$ cat src/fbsm_defines.svh
// Purpose: Constants shared by both ends of the fieldbus state link
// Assumes: One-hot state codes are also the display codes
// Notes: Definitions only
`ifndef FBSM_DEFINES_SVH
`define FBSM_DEFINES_SVH
`define FBSM_ST_INIT 4'h1
`define FBSM_ST_PREOP 4'h2
`define FBSM_ST_SAFEOP 4'h4
`define FBSM_ST_OP 4'h8
`define FBSM_ERR_NONE 8'h00
`define FBSM_ERR_SKIP 8'h11
`define FBSM_ERR_BADST 8'h12
`define FBSM_ERR_PDO_LOCK 8'h21
`define FBSM_ERR_SVC 8'h22
`define FBSM_ERR_MAP_VAL 8'h23
`define FBSM_OD_DEPTH 16
`define FBSM_MAP_DEPTH 4
`endif

$ cat src/fbsm_pkg.sv
// Purpose: Types for the fieldbus state link
// Assumes: fbsm_defines.svh holds the numbers
// Notes: No import; use fbsm_pkg::name
package fbsm_pkg;
  typedef enum logic [1:0]
  {
    FBSM_INIT = 2'h0,
    FBSM_PREOP = 2'h1,
    FBSM_SAFEOP = 2'h3,
    FBSM_OP = 2'h2
  } fbsm_state_e;
  typedef enum logic [1:0]
  {
    FBSM_SDO_READ = 2'h0,
    FBSM_SDO_WRITE = 2'h1,
    FBSM_MAP_WRITE = 2'h2,
    FBSM_MAP_SELECT = 2'h3
  } fbsm_cmd_e;
endpackage

$ cat src/fbsm_if.sv
// Purpose: Link between the bus master end and the slave end
// Assumes: Single clock, both ends synchronous to it
// Notes: State requests and mailbox requests are one-cycle strobes
`timescale 1ns/1ps
interface fbsm_if;
  logic st_req;
  logic [3:0] st_target;
  logic [3:0] st_cur;
  logic st_err;
  logic mbx_req;
  fbsm_pkg::fbsm_cmd_e mbx_cmd;
  logic [3:0] mbx_index;
  logic [31:0] mbx_wdata;
  logic mbx_ack;
  logic [31:0] mbx_rdata;
  logic [7:0] mbx_code;
  logic pdo_out_valid;
  logic [31:0] pdo_out;
  logic pdo_in_valid;
  logic [31:0] pdo_in;
  logic [1:0] port_link;
  modport slave
  (
    input st_req, st_target, mbx_req, mbx_cmd, mbx_index, mbx_wdata,
    input pdo_out_valid, pdo_out,
    output st_cur, st_err, mbx_ack, mbx_rdata, mbx_code, pdo_in_valid, pdo_in, port_link
  );
  modport master
  (
    output st_req, st_target, mbx_req, mbx_cmd, mbx_index, mbx_wdata,
    output pdo_out_valid, pdo_out,
    input st_cur, st_err, mbx_ack, mbx_rdata, mbx_code, pdo_in_valid, pdo_in, port_link
  );
endinterface

$ cat src/fbsm_slave.sv
// Purpose: Slave end; communication state machine and service gating
// Assumes: Master keeps its setup order before each upward request
// Notes: Object dictionary is a small flip-flop array
// Functional notes
// [RULE1] Four states, current one reported
// [RULE2] Upward path passes every state in order
// [RULE3] Downward jumps from operational are accepted
// [RULE4] Init carries no application traffic
// [RULE5] Master sets address, mailbox, clock first; fbsm_master does not model this setup
// [RULE6] Pre-op serves mailbox SDO
// [RULE7] Master maps PDO, SM, FMMU first; fbsm_master sends only one FBSM_MAP_SELECT, together with the safe-op request
// [RULE8] Safe-op supplies inputs, ignores outputs
// [RULE9] Master sends valid outputs before op
// [RULE10] Op: inputs, outputs and SDO valid
// [RULE11] Inputs assembled from mapped dictionary entries
// [RULE12] Mailbox reaches every dictionary entry
// [RULE13] Two 100BASE-TX ports, in and out
// [RULE14] State shown one-hot 1,2,4,8
// [RULE15] Mapping changes outside pre-op get error
// [RULE16] Skipped upward request holds state, flags error
`timescale 1ns/1ps
`include "fbsm_defines.svh"
module fbsm_slave
#(
  parameter int OD_DEPTH = `FBSM_OD_DEPTH,
  parameter int MAP_DEPTH = `FBSM_MAP_DEPTH
)
(
  input wire logic sys_clk_i, // System clock
  input wire logic rst_n_i, // Async reset, active low
  fbsm_if.slave link, // Link to master
  input wire logic [1:0] phy_link_i, // Port in/out link up, async
  output logic [3:0] disp_state_o, // One-hot state for display
  output logic [31:0] rx_pdo_o, // Received output data
  output logic rx_pdo_valid_o // Output data acted on
);
  fbsm_pkg::fbsm_state_e st_r;
  fbsm_pkg::fbsm_state_e st_nxt;
  logic err_nxt;
  logic [31:0] od_r [OD_DEPTH];
  logic [3:0] map_r [MAP_DEPTH];
  logic [$clog2(MAP_DEPTH)-1:0] sel_r;
  logic [1:0] phy_s1_r;
  logic [1:0] phy_s2_r;
  logic svc_ok;
  logic map_ok;
  logic [31:0] tx_word;

  function automatic logic [3:0] onehot(input fbsm_pkg::fbsm_state_e s);
    unique case (s)
      fbsm_pkg::FBSM_INIT: onehot = `FBSM_ST_INIT;
      fbsm_pkg::FBSM_PREOP: onehot = `FBSM_ST_PREOP;
      fbsm_pkg::FBSM_SAFEOP: onehot = `FBSM_ST_SAFEOP;
      fbsm_pkg::FBSM_OP: onehot = `FBSM_ST_OP;
    endcase
  endfunction

  // Transition decision
  always_comb
  begin
    st_nxt = st_r;
    err_nxt = 1'b0;
    if (link.st_req)
    begin
      unique case (link.st_target)
        `FBSM_ST_INIT: st_nxt = fbsm_pkg::FBSM_INIT; // [RULE3]
        `FBSM_ST_PREOP:
          st_nxt = fbsm_pkg::FBSM_PREOP; // [RULE2]
        `FBSM_ST_SAFEOP:
          if (st_r == fbsm_pkg::FBSM_PREOP || st_r == fbsm_pkg::FBSM_OP
              || st_r == fbsm_pkg::FBSM_SAFEOP)
            st_nxt = fbsm_pkg::FBSM_SAFEOP; // [RULE2]
          else
            err_nxt = 1'b1; // [RULE16]
        `FBSM_ST_OP:
          if (st_r == fbsm_pkg::FBSM_SAFEOP || st_r == fbsm_pkg::FBSM_OP)
            st_nxt = fbsm_pkg::FBSM_OP; // [RULE2]
          else
            err_nxt = 1'b1; // [RULE16]
        default: err_nxt = 1'b1;
      endcase
    end
  end

  always_ff @(posedge sys_clk_i or negedge rst_n_i)
  begin
    if (!rst_n_i)
    begin
      st_r <= fbsm_pkg::FBSM_INIT;
      link.st_err <= 1'b0;
    end
    else
    begin
      st_r <= st_nxt; // [RULE1]
      // Error sticks until next accepted request
      if (err_nxt)
        link.st_err <= 1'b1; // [RULE16]
      else if (link.st_req)
        link.st_err <= 1'b0;
    end
  end

  always_ff @(posedge sys_clk_i or negedge rst_n_i)
  begin
    if (!rst_n_i)
    begin
      link.st_cur <= `FBSM_ST_INIT;
      disp_state_o <= `FBSM_ST_INIT;
    end
    else
    begin
      link.st_cur <= onehot(st_nxt); // [RULE14]
      disp_state_o <= onehot(st_nxt); // [RULE1]
    end
  end

  // Mailbox is dead in init; only the controller itself talks then
  assign svc_ok = (st_r != fbsm_pkg::FBSM_INIT); // [RULE4]
  assign map_ok = (st_r == fbsm_pkg::FBSM_PREOP); // [RULE15]

  always_ff @(posedge sys_clk_i or negedge rst_n_i)
  begin
    if (!rst_n_i)
    begin
      link.mbx_ack <= 1'b0;
      link.mbx_rdata <= 32'h0;
      link.mbx_code <= `FBSM_ERR_NONE;
    end
    else
    begin
      link.mbx_ack <= link.mbx_req;
      if (link.mbx_req)
      begin
        link.mbx_rdata <= 32'h0;
        link.mbx_code <= `FBSM_ERR_NONE;
        if (!svc_ok)
          link.mbx_code <= `FBSM_ERR_SVC; // [RULE4]
        else if ((link.mbx_cmd == fbsm_pkg::FBSM_MAP_WRITE
                  || link.mbx_cmd == fbsm_pkg::FBSM_MAP_SELECT) && !map_ok)
          link.mbx_code <= `FBSM_ERR_PDO_LOCK; // [RULE15]
        else if (link.mbx_cmd == fbsm_pkg::FBSM_SDO_READ)
          link.mbx_rdata <= od_r[link.mbx_index]; // [RULE12]
        else if (link.mbx_cmd == fbsm_pkg::FBSM_MAP_SELECT
                 && link.mbx_wdata >= 32'(MAP_DEPTH))
          link.mbx_code <= `FBSM_ERR_MAP_VAL;
      end
    end
  end

  // Dictionary; RPDO lands in entry 0 only in op
  generate
    for (genvar i = 0; i < OD_DEPTH; i++)
    begin : g_od
      always_ff @(posedge sys_clk_i or negedge rst_n_i)
      begin
        if (!rst_n_i)
          od_r[i] <= 32'h0;
        else if (link.mbx_req && svc_ok && link.mbx_cmd == fbsm_pkg::FBSM_SDO_WRITE
                 && link.mbx_index == 4'(i))
          od_r[i] <= link.mbx_wdata; // [RULE6]
        else if (i == 0 && st_r == fbsm_pkg::FBSM_OP && link.pdo_out_valid)
          od_r[i] <= link.pdo_out; // [RULE10]
      end
    end
    for (genvar j = 0; j < MAP_DEPTH; j++)
    begin : g_map
      always_ff @(posedge sys_clk_i or negedge rst_n_i)
      begin
        if (!rst_n_i)
          map_r[j] <= 4'(j + 1);
        else if (link.mbx_req && map_ok && link.mbx_cmd == fbsm_pkg::FBSM_MAP_WRITE
                 && link.mbx_wdata[31:28] == 4'(j))
          map_r[j] <= link.mbx_wdata[3:0]; // [RULE15]
      end
    end
  endgenerate

  always_ff @(posedge sys_clk_i or negedge rst_n_i)
  begin
    if (!rst_n_i)
      sel_r <= '0;
    else if (link.mbx_req && map_ok && link.mbx_cmd == fbsm_pkg::FBSM_MAP_SELECT
             && link.mbx_wdata < 32'(MAP_DEPTH))
      sel_r <= link.mbx_wdata[$clog2(MAP_DEPTH)-1:0];
  end

  assign tx_word = od_r[map_r[sel_r]]; // [RULE11]

  always_ff @(posedge sys_clk_i or negedge rst_n_i)
  begin
    if (!rst_n_i)
    begin
      link.pdo_in_valid <= 1'b0;
      link.pdo_in <= 32'h0;
      rx_pdo_o <= 32'h0;
      rx_pdo_valid_o <= 1'b0;
    end
    else
    begin
      link.pdo_in_valid <= (st_r == fbsm_pkg::FBSM_SAFEOP
                            || st_r == fbsm_pkg::FBSM_OP); // [RULE8]
      link.pdo_in <= tx_word;
      // Outputs ignored in safe-op
      rx_pdo_valid_o <= (st_r == fbsm_pkg::FBSM_OP) && link.pdo_out_valid; // [RULE8]
      if (st_r == fbsm_pkg::FBSM_OP && link.pdo_out_valid)
        rx_pdo_o <= link.pdo_out; // [RULE10]
    end
  end

  // Port link status: two PHY ports, in and out
  always_ff @(posedge sys_clk_i or negedge rst_n_i)
  begin
    if (!rst_n_i)
    begin
      phy_s1_r <= 2'h0;
      phy_s2_r <= 2'h0;
      link.port_link <= 2'h0;
    end
    else
    begin
      phy_s1_r <= phy_link_i;
      phy_s2_r <= phy_s1_r;
      link.port_link <= phy_s2_r; // [RULE13]
    end
  end
endmodule

$ cat src/flat_wrapper.sv
// flat-port wrapper written by rule: the top's interface ports become plain ports
module fbsm_slave_flat 
#(
  parameter int OD_DEPTH = `FBSM_OD_DEPTH,
  parameter int MAP_DEPTH = `FBSM_MAP_DEPTH
)
  (sys_clk_i, rst_n_i, phy_link_i, disp_state_o, rx_pdo_o, rx_pdo_valid_o, link_st_req, link_st_target, link_mbx_req, link_mbx_cmd, link_mbx_index, link_mbx_wdata, link_pdo_out_valid, link_pdo_out, link_st_cur, link_st_err, link_mbx_ack, link_mbx_rdata, link_mbx_code, link_pdo_in_valid, link_pdo_in, link_port_link);
  fbsm_if link_i ();
  input wire logic sys_clk_i;
  input wire logic rst_n_i;
  input wire logic [1:0] phy_link_i;
  output logic [3:0] disp_state_o;
  output logic [31:0] rx_pdo_o;
  output logic rx_pdo_valid_o;
  input wire logic [$bits(link_i.st_req)-1:0] link_st_req;
  input wire logic [$bits(link_i.st_target)-1:0] link_st_target;
  input wire logic [$bits(link_i.mbx_req)-1:0] link_mbx_req;
  input wire logic [$bits(link_i.mbx_cmd)-1:0] link_mbx_cmd;
  input wire logic [$bits(link_i.mbx_index)-1:0] link_mbx_index;
  input wire logic [$bits(link_i.mbx_wdata)-1:0] link_mbx_wdata;
  input wire logic [$bits(link_i.pdo_out_valid)-1:0] link_pdo_out_valid;
  input wire logic [$bits(link_i.pdo_out)-1:0] link_pdo_out;
  output wire logic [$bits(link_i.st_cur)-1:0] link_st_cur;
  output wire logic [$bits(link_i.st_err)-1:0] link_st_err;
  output wire logic [$bits(link_i.mbx_ack)-1:0] link_mbx_ack;
  output wire logic [$bits(link_i.mbx_rdata)-1:0] link_mbx_rdata;
  output wire logic [$bits(link_i.mbx_code)-1:0] link_mbx_code;
  output wire logic [$bits(link_i.pdo_in_valid)-1:0] link_pdo_in_valid;
  output wire logic [$bits(link_i.pdo_in)-1:0] link_pdo_in;
  output wire logic [$bits(link_i.port_link)-1:0] link_port_link;
  assign link_i.st_req = link_st_req;
  assign link_i.st_target = link_st_target;
  assign link_i.mbx_req = link_mbx_req;
  assign link_i.mbx_cmd = link_mbx_cmd;
  assign link_i.mbx_index = link_mbx_index;
  assign link_i.mbx_wdata = link_mbx_wdata;
  assign link_i.pdo_out_valid = link_pdo_out_valid;
  assign link_i.pdo_out = link_pdo_out;
  assign link_st_cur = link_i.st_cur;
  assign link_st_err = link_i.st_err;
  assign link_mbx_ack = link_i.mbx_ack;
  assign link_mbx_rdata = link_i.mbx_rdata;
  assign link_mbx_code = link_i.mbx_code;
  assign link_pdo_in_valid = link_i.pdo_in_valid;
  assign link_pdo_in = link_i.pdo_in;
  assign link_port_link = link_i.port_link;
  fbsm_slave #(.OD_DEPTH(OD_DEPTH), .MAP_DEPTH(MAP_DEPTH)) u_core (.sys_clk_i(sys_clk_i), .rst_n_i(rst_n_i), .link(link_i), .phy_link_i(phy_link_i), .disp_state_o(disp_state_o), .rx_pdo_o(rx_pdo_o), .rx_pdo_valid_o(rx_pdo_valid_o));
endmodule
$ cat config.mk
export PLATFORM = sky130hd
export DESIGN_NAME = fbsm_slave_flat
export DESIGN_NICKNAME = d
export VERILOG_FILES = /design/src/fbsm_pkg.sv /design/src/fbsm_if.sv /design/src/fbsm_slave.sv /design/src/flat_wrapper.sv
export VERILOG_INCLUDE_DIRS = /design/src
export SDC_FILE = /design/constraint.sdc
export NUM_CORES = 1
export LEC_CHECK = 0
export BUFFER_PORTS_ARGS = -buffer_cell sky130_fd_sc_hd__buf_2
export CORE_MARGIN = 1.5
export CORE_UTILIZATION = 50
export CTS_BUF_LIST = sky130_fd_sc_hd__clkbuf_16
export CTS_CLUSTER_SIZE = 20
export DETAILED_ROUTE_END_ITERATION = 7
export PLACE_DENSITY = 0.68
export SLEW_MARGIN = 10
export SYNTH_ARGS = -nofsm -noshare
export SYNTH_HDL_FRONTEND = slang
export SYNTH_SLANG_ARGS = --single-unit
$ cat constraint.sdc
create_clock -name sys_clk_i -period 2.7 [get_ports sys_clk_i]
set_input_delay 0.81 -clock sys_clk_i [delete_from_list [all_inputs] [get_ports sys_clk_i]]
set_output_delay 0.81 -clock sys_clk_i [all_outputs]
set_load 0.05 [all_outputs]
==> results by stage <==
Drt:
- For this run, design rule violations remaining after detail routing come to 0.
- After detailed routing, no signal wire sits above met5.
- Dividing the detail-routed wire length by the instance count gives 26.2 um.
- In the final routing, the length of wire on met1 measures 39.2 mm.
- After detailed routing, the met2 layer carries 43.6 mm of wire.
- The initial detailed-routing violation count is 2117.
- The final layout contains routed wiring with a total length of 93.6 mm.
- After detailed routing, the met3 layer carries 7.48 mm of wire.
- The pre-antenna-repair detailed-routing pass consisted of 5 iterations.
- The count of nets left with antenna violations once routing finished came out at 0.
- Using the TritonRoute via totals, the vias-per-cell ratio works out to 6.25.
- Summing over every cut layer, the via total after detailed routing is 22336.

Clocking:
- The maximum level of the CTS H-tree is 3.
- TritonCTS built the clock tree.
- The cell chosen for the clock root is sky130_fd_sc_hd__clkbuf_16.
- The clock net in this run drives a total of 645 sinks.
- The post-CTS setup buffer count is 0.
- The clock passes through at most 3 buffers.
- The clock latency reported for the late side of the worst-skew pair is 620 ps.
- The total CTS buffers is 70.
- The clock input transition at the sequential cells of the worst setup and hold paths is 60 ps.

Synth:
- The number of enable-type register cells in the synthesized netlist is 0.
- The largest family of logic cells by synthesized area is multiplexers.
- Of all flip-flops after synthesis, the portion carrying an async set or reset was 100%.
- The cell area that synthesis handed to floorplanning was 32600 um^2.
- The sequential area share after synthesis is 49.5%.
- The number of different library cells used by synthesis comes to 51.
- The number of warnings reported in the yosys synthesis log is 0.
- The arithmetic-cell share of the synthesized area counting full adders, half adders and majority gates is 0%.
- The xor/xnor cell area share of the yosys netlist is 0.0269%.
- The simple-gate share of the synthesized area is 5.67%.
- The most instantiated flip-flop cell in the synthesis netlist is sky130_fd_sc_hd__dfrtp_1.
- The count of state elements after synthesis is 645.
- The mean area per synthesized cell is 13.2 um^2.
- Summing the areas of all compound-gate instances in the mapped netlist gives 3.56% of the synthesized area.
- The share of synthesized area spent on multiplexers is 36.6%.
- Synthesis produced 2463 cells.

Timing:
- The transition at the pin with the smallest max-transition slack is 820 ps.
- Setup violations remaining at the end of the flow were counted as 0.
- The count of final hold-check violations is 0.
- After layout, the worst path uses 97.8% of the clock period.
- Setup repair after global routing left no endpoint under its margin.
- The minimum clock period is 2640 ps.
- Static timing analysis puts the maximum clock frequency at 0.379 GHz.
- The number of max-slew violations in the final report is 0.
- The worst clock skew is 23.7 ps.
- The relative slew slack is 45.3%.
- Setup slack on the critical path of the routed design comes to 58.1 ps.

Placement:
- In this run the tool buffered the top-level ports with 193 buffer cells.
- OpenSTA, run right after detailed placement, puts the worst setup slack at -463 ps.
- The HPWL after detailed placement is 57.6 mm.
- After detailed placement, the design holds a cell count of 3446.
- Routability-driven placement finished with a final weighted congestion of 0.842.

GRT:
- The first global-routing pass estimated 144 mm of wire.
- Global routing consumed, over all layers together, 28.4% of the routing resources.
- The global-route congestion overflow total is 0.
- The via count of the first global-routing pass is 23076.
- The number of antenna violations at the first check in global routing is 3.
- The pin count of the biggest net entering global routing is 100.

Layout:
- The final standard cell count with taps included and fillers excluded is 3574.
- The ratio of cells with drive above 1 in the final layout is 39.7%.
- The signed area change from the synthesized netlist to the final layout is 15.2%.
- Fill cells in the final layout number 5090.
- The number of nets in the final layout is 2744.

Pwr:
- The reported net switching power is 9390 uW.
- The switching share of total power is 33.0%.
- The internal power component is 19000 uW.
- The worst-case IR drop observed on VDD is 0.499 mV.
- The leakage power of the design is 0.0173 uW.
- For this design the ratio of total power to cell area is 757 nW/um^2.
- The register share of total power is 43.1%.
- Combinational logic is responsible for 24.0% of the overall power.
- In this run, the clock network consumes 32.9% of the power.

Die:
- The x dimension of the die is 258 um.
- The die covers 66800 um^2.
- After floorplanning, the core was divided into 93 placement rows.
- In this run the count of I/O pins placed on the die edge is 199.
- The region available for standard cell placement spans 64500 um^2.
- The height of the chip is 258 um.
- The initial core utilization is 50.6%.

Critical path:
- In this run the critical register-to-register path is captured at u_core.link.pdo_in[30].
- The type of the worst setup path is input port to flip-flop.
- The startpoint identified for the worst register-to-register timing path is u_core.sel_r[0].
- The worst path arrival time is 3140 ps.
- The worst setup path is launched from an input port.
- STA classifies the critical path endpoint as a flip-flop.
- The endpoint required time on the critical path is 3200 ps.
- The worst register-to-register path has a depth of 7.
- In this run the register-to-register setup slack is 160 ps.
- In this run the worst setup path begins at link_mbx_wdata[19].
- The largest fanout of any net on the critical path is 4.

Flow run:
- The total of max-cap violations is 0.

Status:
- The run finished with clean final reports.

Hold path:
- The path class of the tightest hold or removal check is input port to async pin.
[cell type report]
| cell class | instances | area (um^2) | share of cell area (%) |
|---|---|---|---|
| Sequential cell | 645 | 16100 | 43.0 |
| Multi-Input combinational cell | 1527 | 15100 | 40.1 |
| Timing Repair Buffer | 348 | 2790 | 7.42 |
| Clock buffer | 74 | 1850 | 4.93 |
| Tap cell | 855 | 1070 | 2.85 |
| Clock inverter | 53 | 378 | 1.01 |
| Inverter | 71 | 267 | 0.709 |
| Antenna cell | 1 | 2.50 | 0.00666 |
[through the flow]
step / TNS [ps] / area, um^2 / utilization [%] / hold WS, ps / power, uW
after global routing: 0 / 37600 / 58.3 / 149 / 29700
final: 0 / 37600 / 58.3 / 132 / 28400
after detailed placement: -1830 / 35300 / 54.8 / 337 / 19200
after CTS: 0 / 37600 / 58.3 / 132 / 28600
after global placement: -1930 / 35300 / 54.8 / 332 / 19000
after floorplan: 0 / 32600 / - / 331 / 17000
[repair_timing]
| item | in CTS | in global routing |
|---|---|---|
| setup endpoints to repair | 0 | 1 |
| hold buffers | 0 | 0 |
| resized for setup | 0 | 1 |
[cell usage in the layout (no fill, tap or decap), types with 11 or more instances in the layout]
| master | count |
|---|---|
| sky130_fd_sc_hd__clkinv_2 | 11 |
| sky130_fd_sc_hd__inv_1 | 81 |
| sky130_fd_sc_hd__nor2_1 | 37 |
| sky130_fd_sc_hd__nand4_1 | 33 |
| sky130_fd_sc_hd__dfrtp_1 | 638 |
| sky130_fd_sc_hd__clkbuf_16 | 74 |
| sky130_fd_sc_hd__mux2i_1 | 263 |
| sky130_fd_sc_hd__nand3_1 | 35 |
| sky130_fd_sc_hd__a31oi_1 | 33 |
| sky130_fd_sc_hd__a22oi_1 | 62 |
| sky130_fd_sc_hd__clkinv_1 | 16 |
| sky130_fd_sc_hd__mux2_1 | 64 |
| sky130_fd_sc_hd__mux4_2 | 163 |
| sky130_fd_sc_hd__buf_2 | 190 |
| sky130_fd_sc_hd__a21oi_1 | 39 |
| sky130_fd_sc_hd__o22ai_1 | 32 |
| sky130_fd_sc_hd__mux2_2 | 435 |
| sky130_fd_sc_hd__buf_4 | 105 |
| sky130_fd_sc_hd__buf_12 | 51 |
| sky130_fd_sc_hd__nand2_1 | 258 |
[synth_stat cells (all sizes together), types with 2 or more instances]
cell type	n	area share, %
mux2	499	17
buf	154	3.0
dfstp	6	0.48
nor2b	8	0.18
o22ai	32	0.61
nand4	33	0.63
nand3b	3	0.069
mux2i	263	8.1
nor3	3	0.061
a22oi	62	1.4
o21ai	5	0.077
nand2b	3	0.058
nor2	39	0.46
and3b	2	0.054
a21oi	39	0.60
nor3b	4	0.12
nand3	36	0.55
a31oi	33	0.63
mux4	164	11
inv	71	0.82
and2	2	0.046
nand2	267	3.1
nor4	10	0.21
clkbuf	70	0.81
dfrtp	639	49
[sequential cells by signal (all words and copies together), names as in the netlist]
signal and cells:
u_core.link.st_cur 4, u_core.link.mbx_code 3, u_core.od_r 512, u_core.phy_s2_r 2, u_core.sel_r 2, u_core.link.port_link 2, u_core.link.pdo_in_valid 1, u_core.phy_s1_r 2
u_core.link.mbx_ack 1, u_core.link.mbx_rdata 32, u_core.link.pdo_in 32, u_core.rx_pdo_valid_o 1, u_core.st_r 2, u_core.map_r 16, u_core.rx_pdo_o 32, u_core.link.st_err 1
[critical path, cell delays in order]
cell and delay (ps):
sky130_fd_sc_hd__buf_2 150, sky130_fd_sc_hd__nor4_1 640, sky130_fd_sc_hd__buf_4 220, sky130_fd_sc_hd__nand4_1 250, sky130_fd_sc_hd__buf_4 260, sky130_fd_sc_hd__nor4_1 300
sky130_fd_sc_hd__buf_4 180, sky130_fd_sc_hd__mux2_2 330
[how the worst max path moves through the flow]
stage | slack, ps | end | cells after the start
2_1_floorplan | 260 | u_core.link.mbx_rdata[10] | 7
3_3_place_gp | -500 | u_core.sel_r[1] | 8
3_5_place_dp | -460 | u_core.sel_r[0] | 8
4_1_cts | 110 | u_core.link.pdo_in[30] | 7
5_1_grt | 40 | u_core.sel_r[1] | 8
6_report | 60 | u_core.sel_r[0] | 8
[metal layers]
metal,vias up,global-route usage [%]
met1,11739,39.0
met5,-,0
met4,4,11.2
met3,214,5.95
li1,9408,-
met2,971,44.5
[cell families after synthesis]
| kind of cell | after synthesis |
|---|---|
| and+or+nand+nor | 416 |
| muxes | 926 |
| other | 1 |
| xor gates and xnor gates | 1 |
| AOI/OAI and AO/OA | 179 |
| buffers and inverters | 295 |
| DFF | 645 |
[power by group through the flow]
stage | Combinational, uW | Clock, uW | Sequential (uW)
2_1_floorplan | 3090 | 0 | 13900
3_3_place_gp | 6670 | 0 | 12300
3_5_place_dp | 6820 | 0 | 12400
4_1_cts | 6850 | 9550 | 12200
5_1_grt | 7290 | 9950 | 12400
6_report | 6820 | 9360 | 12200
(Power assumes the default switching activity.)
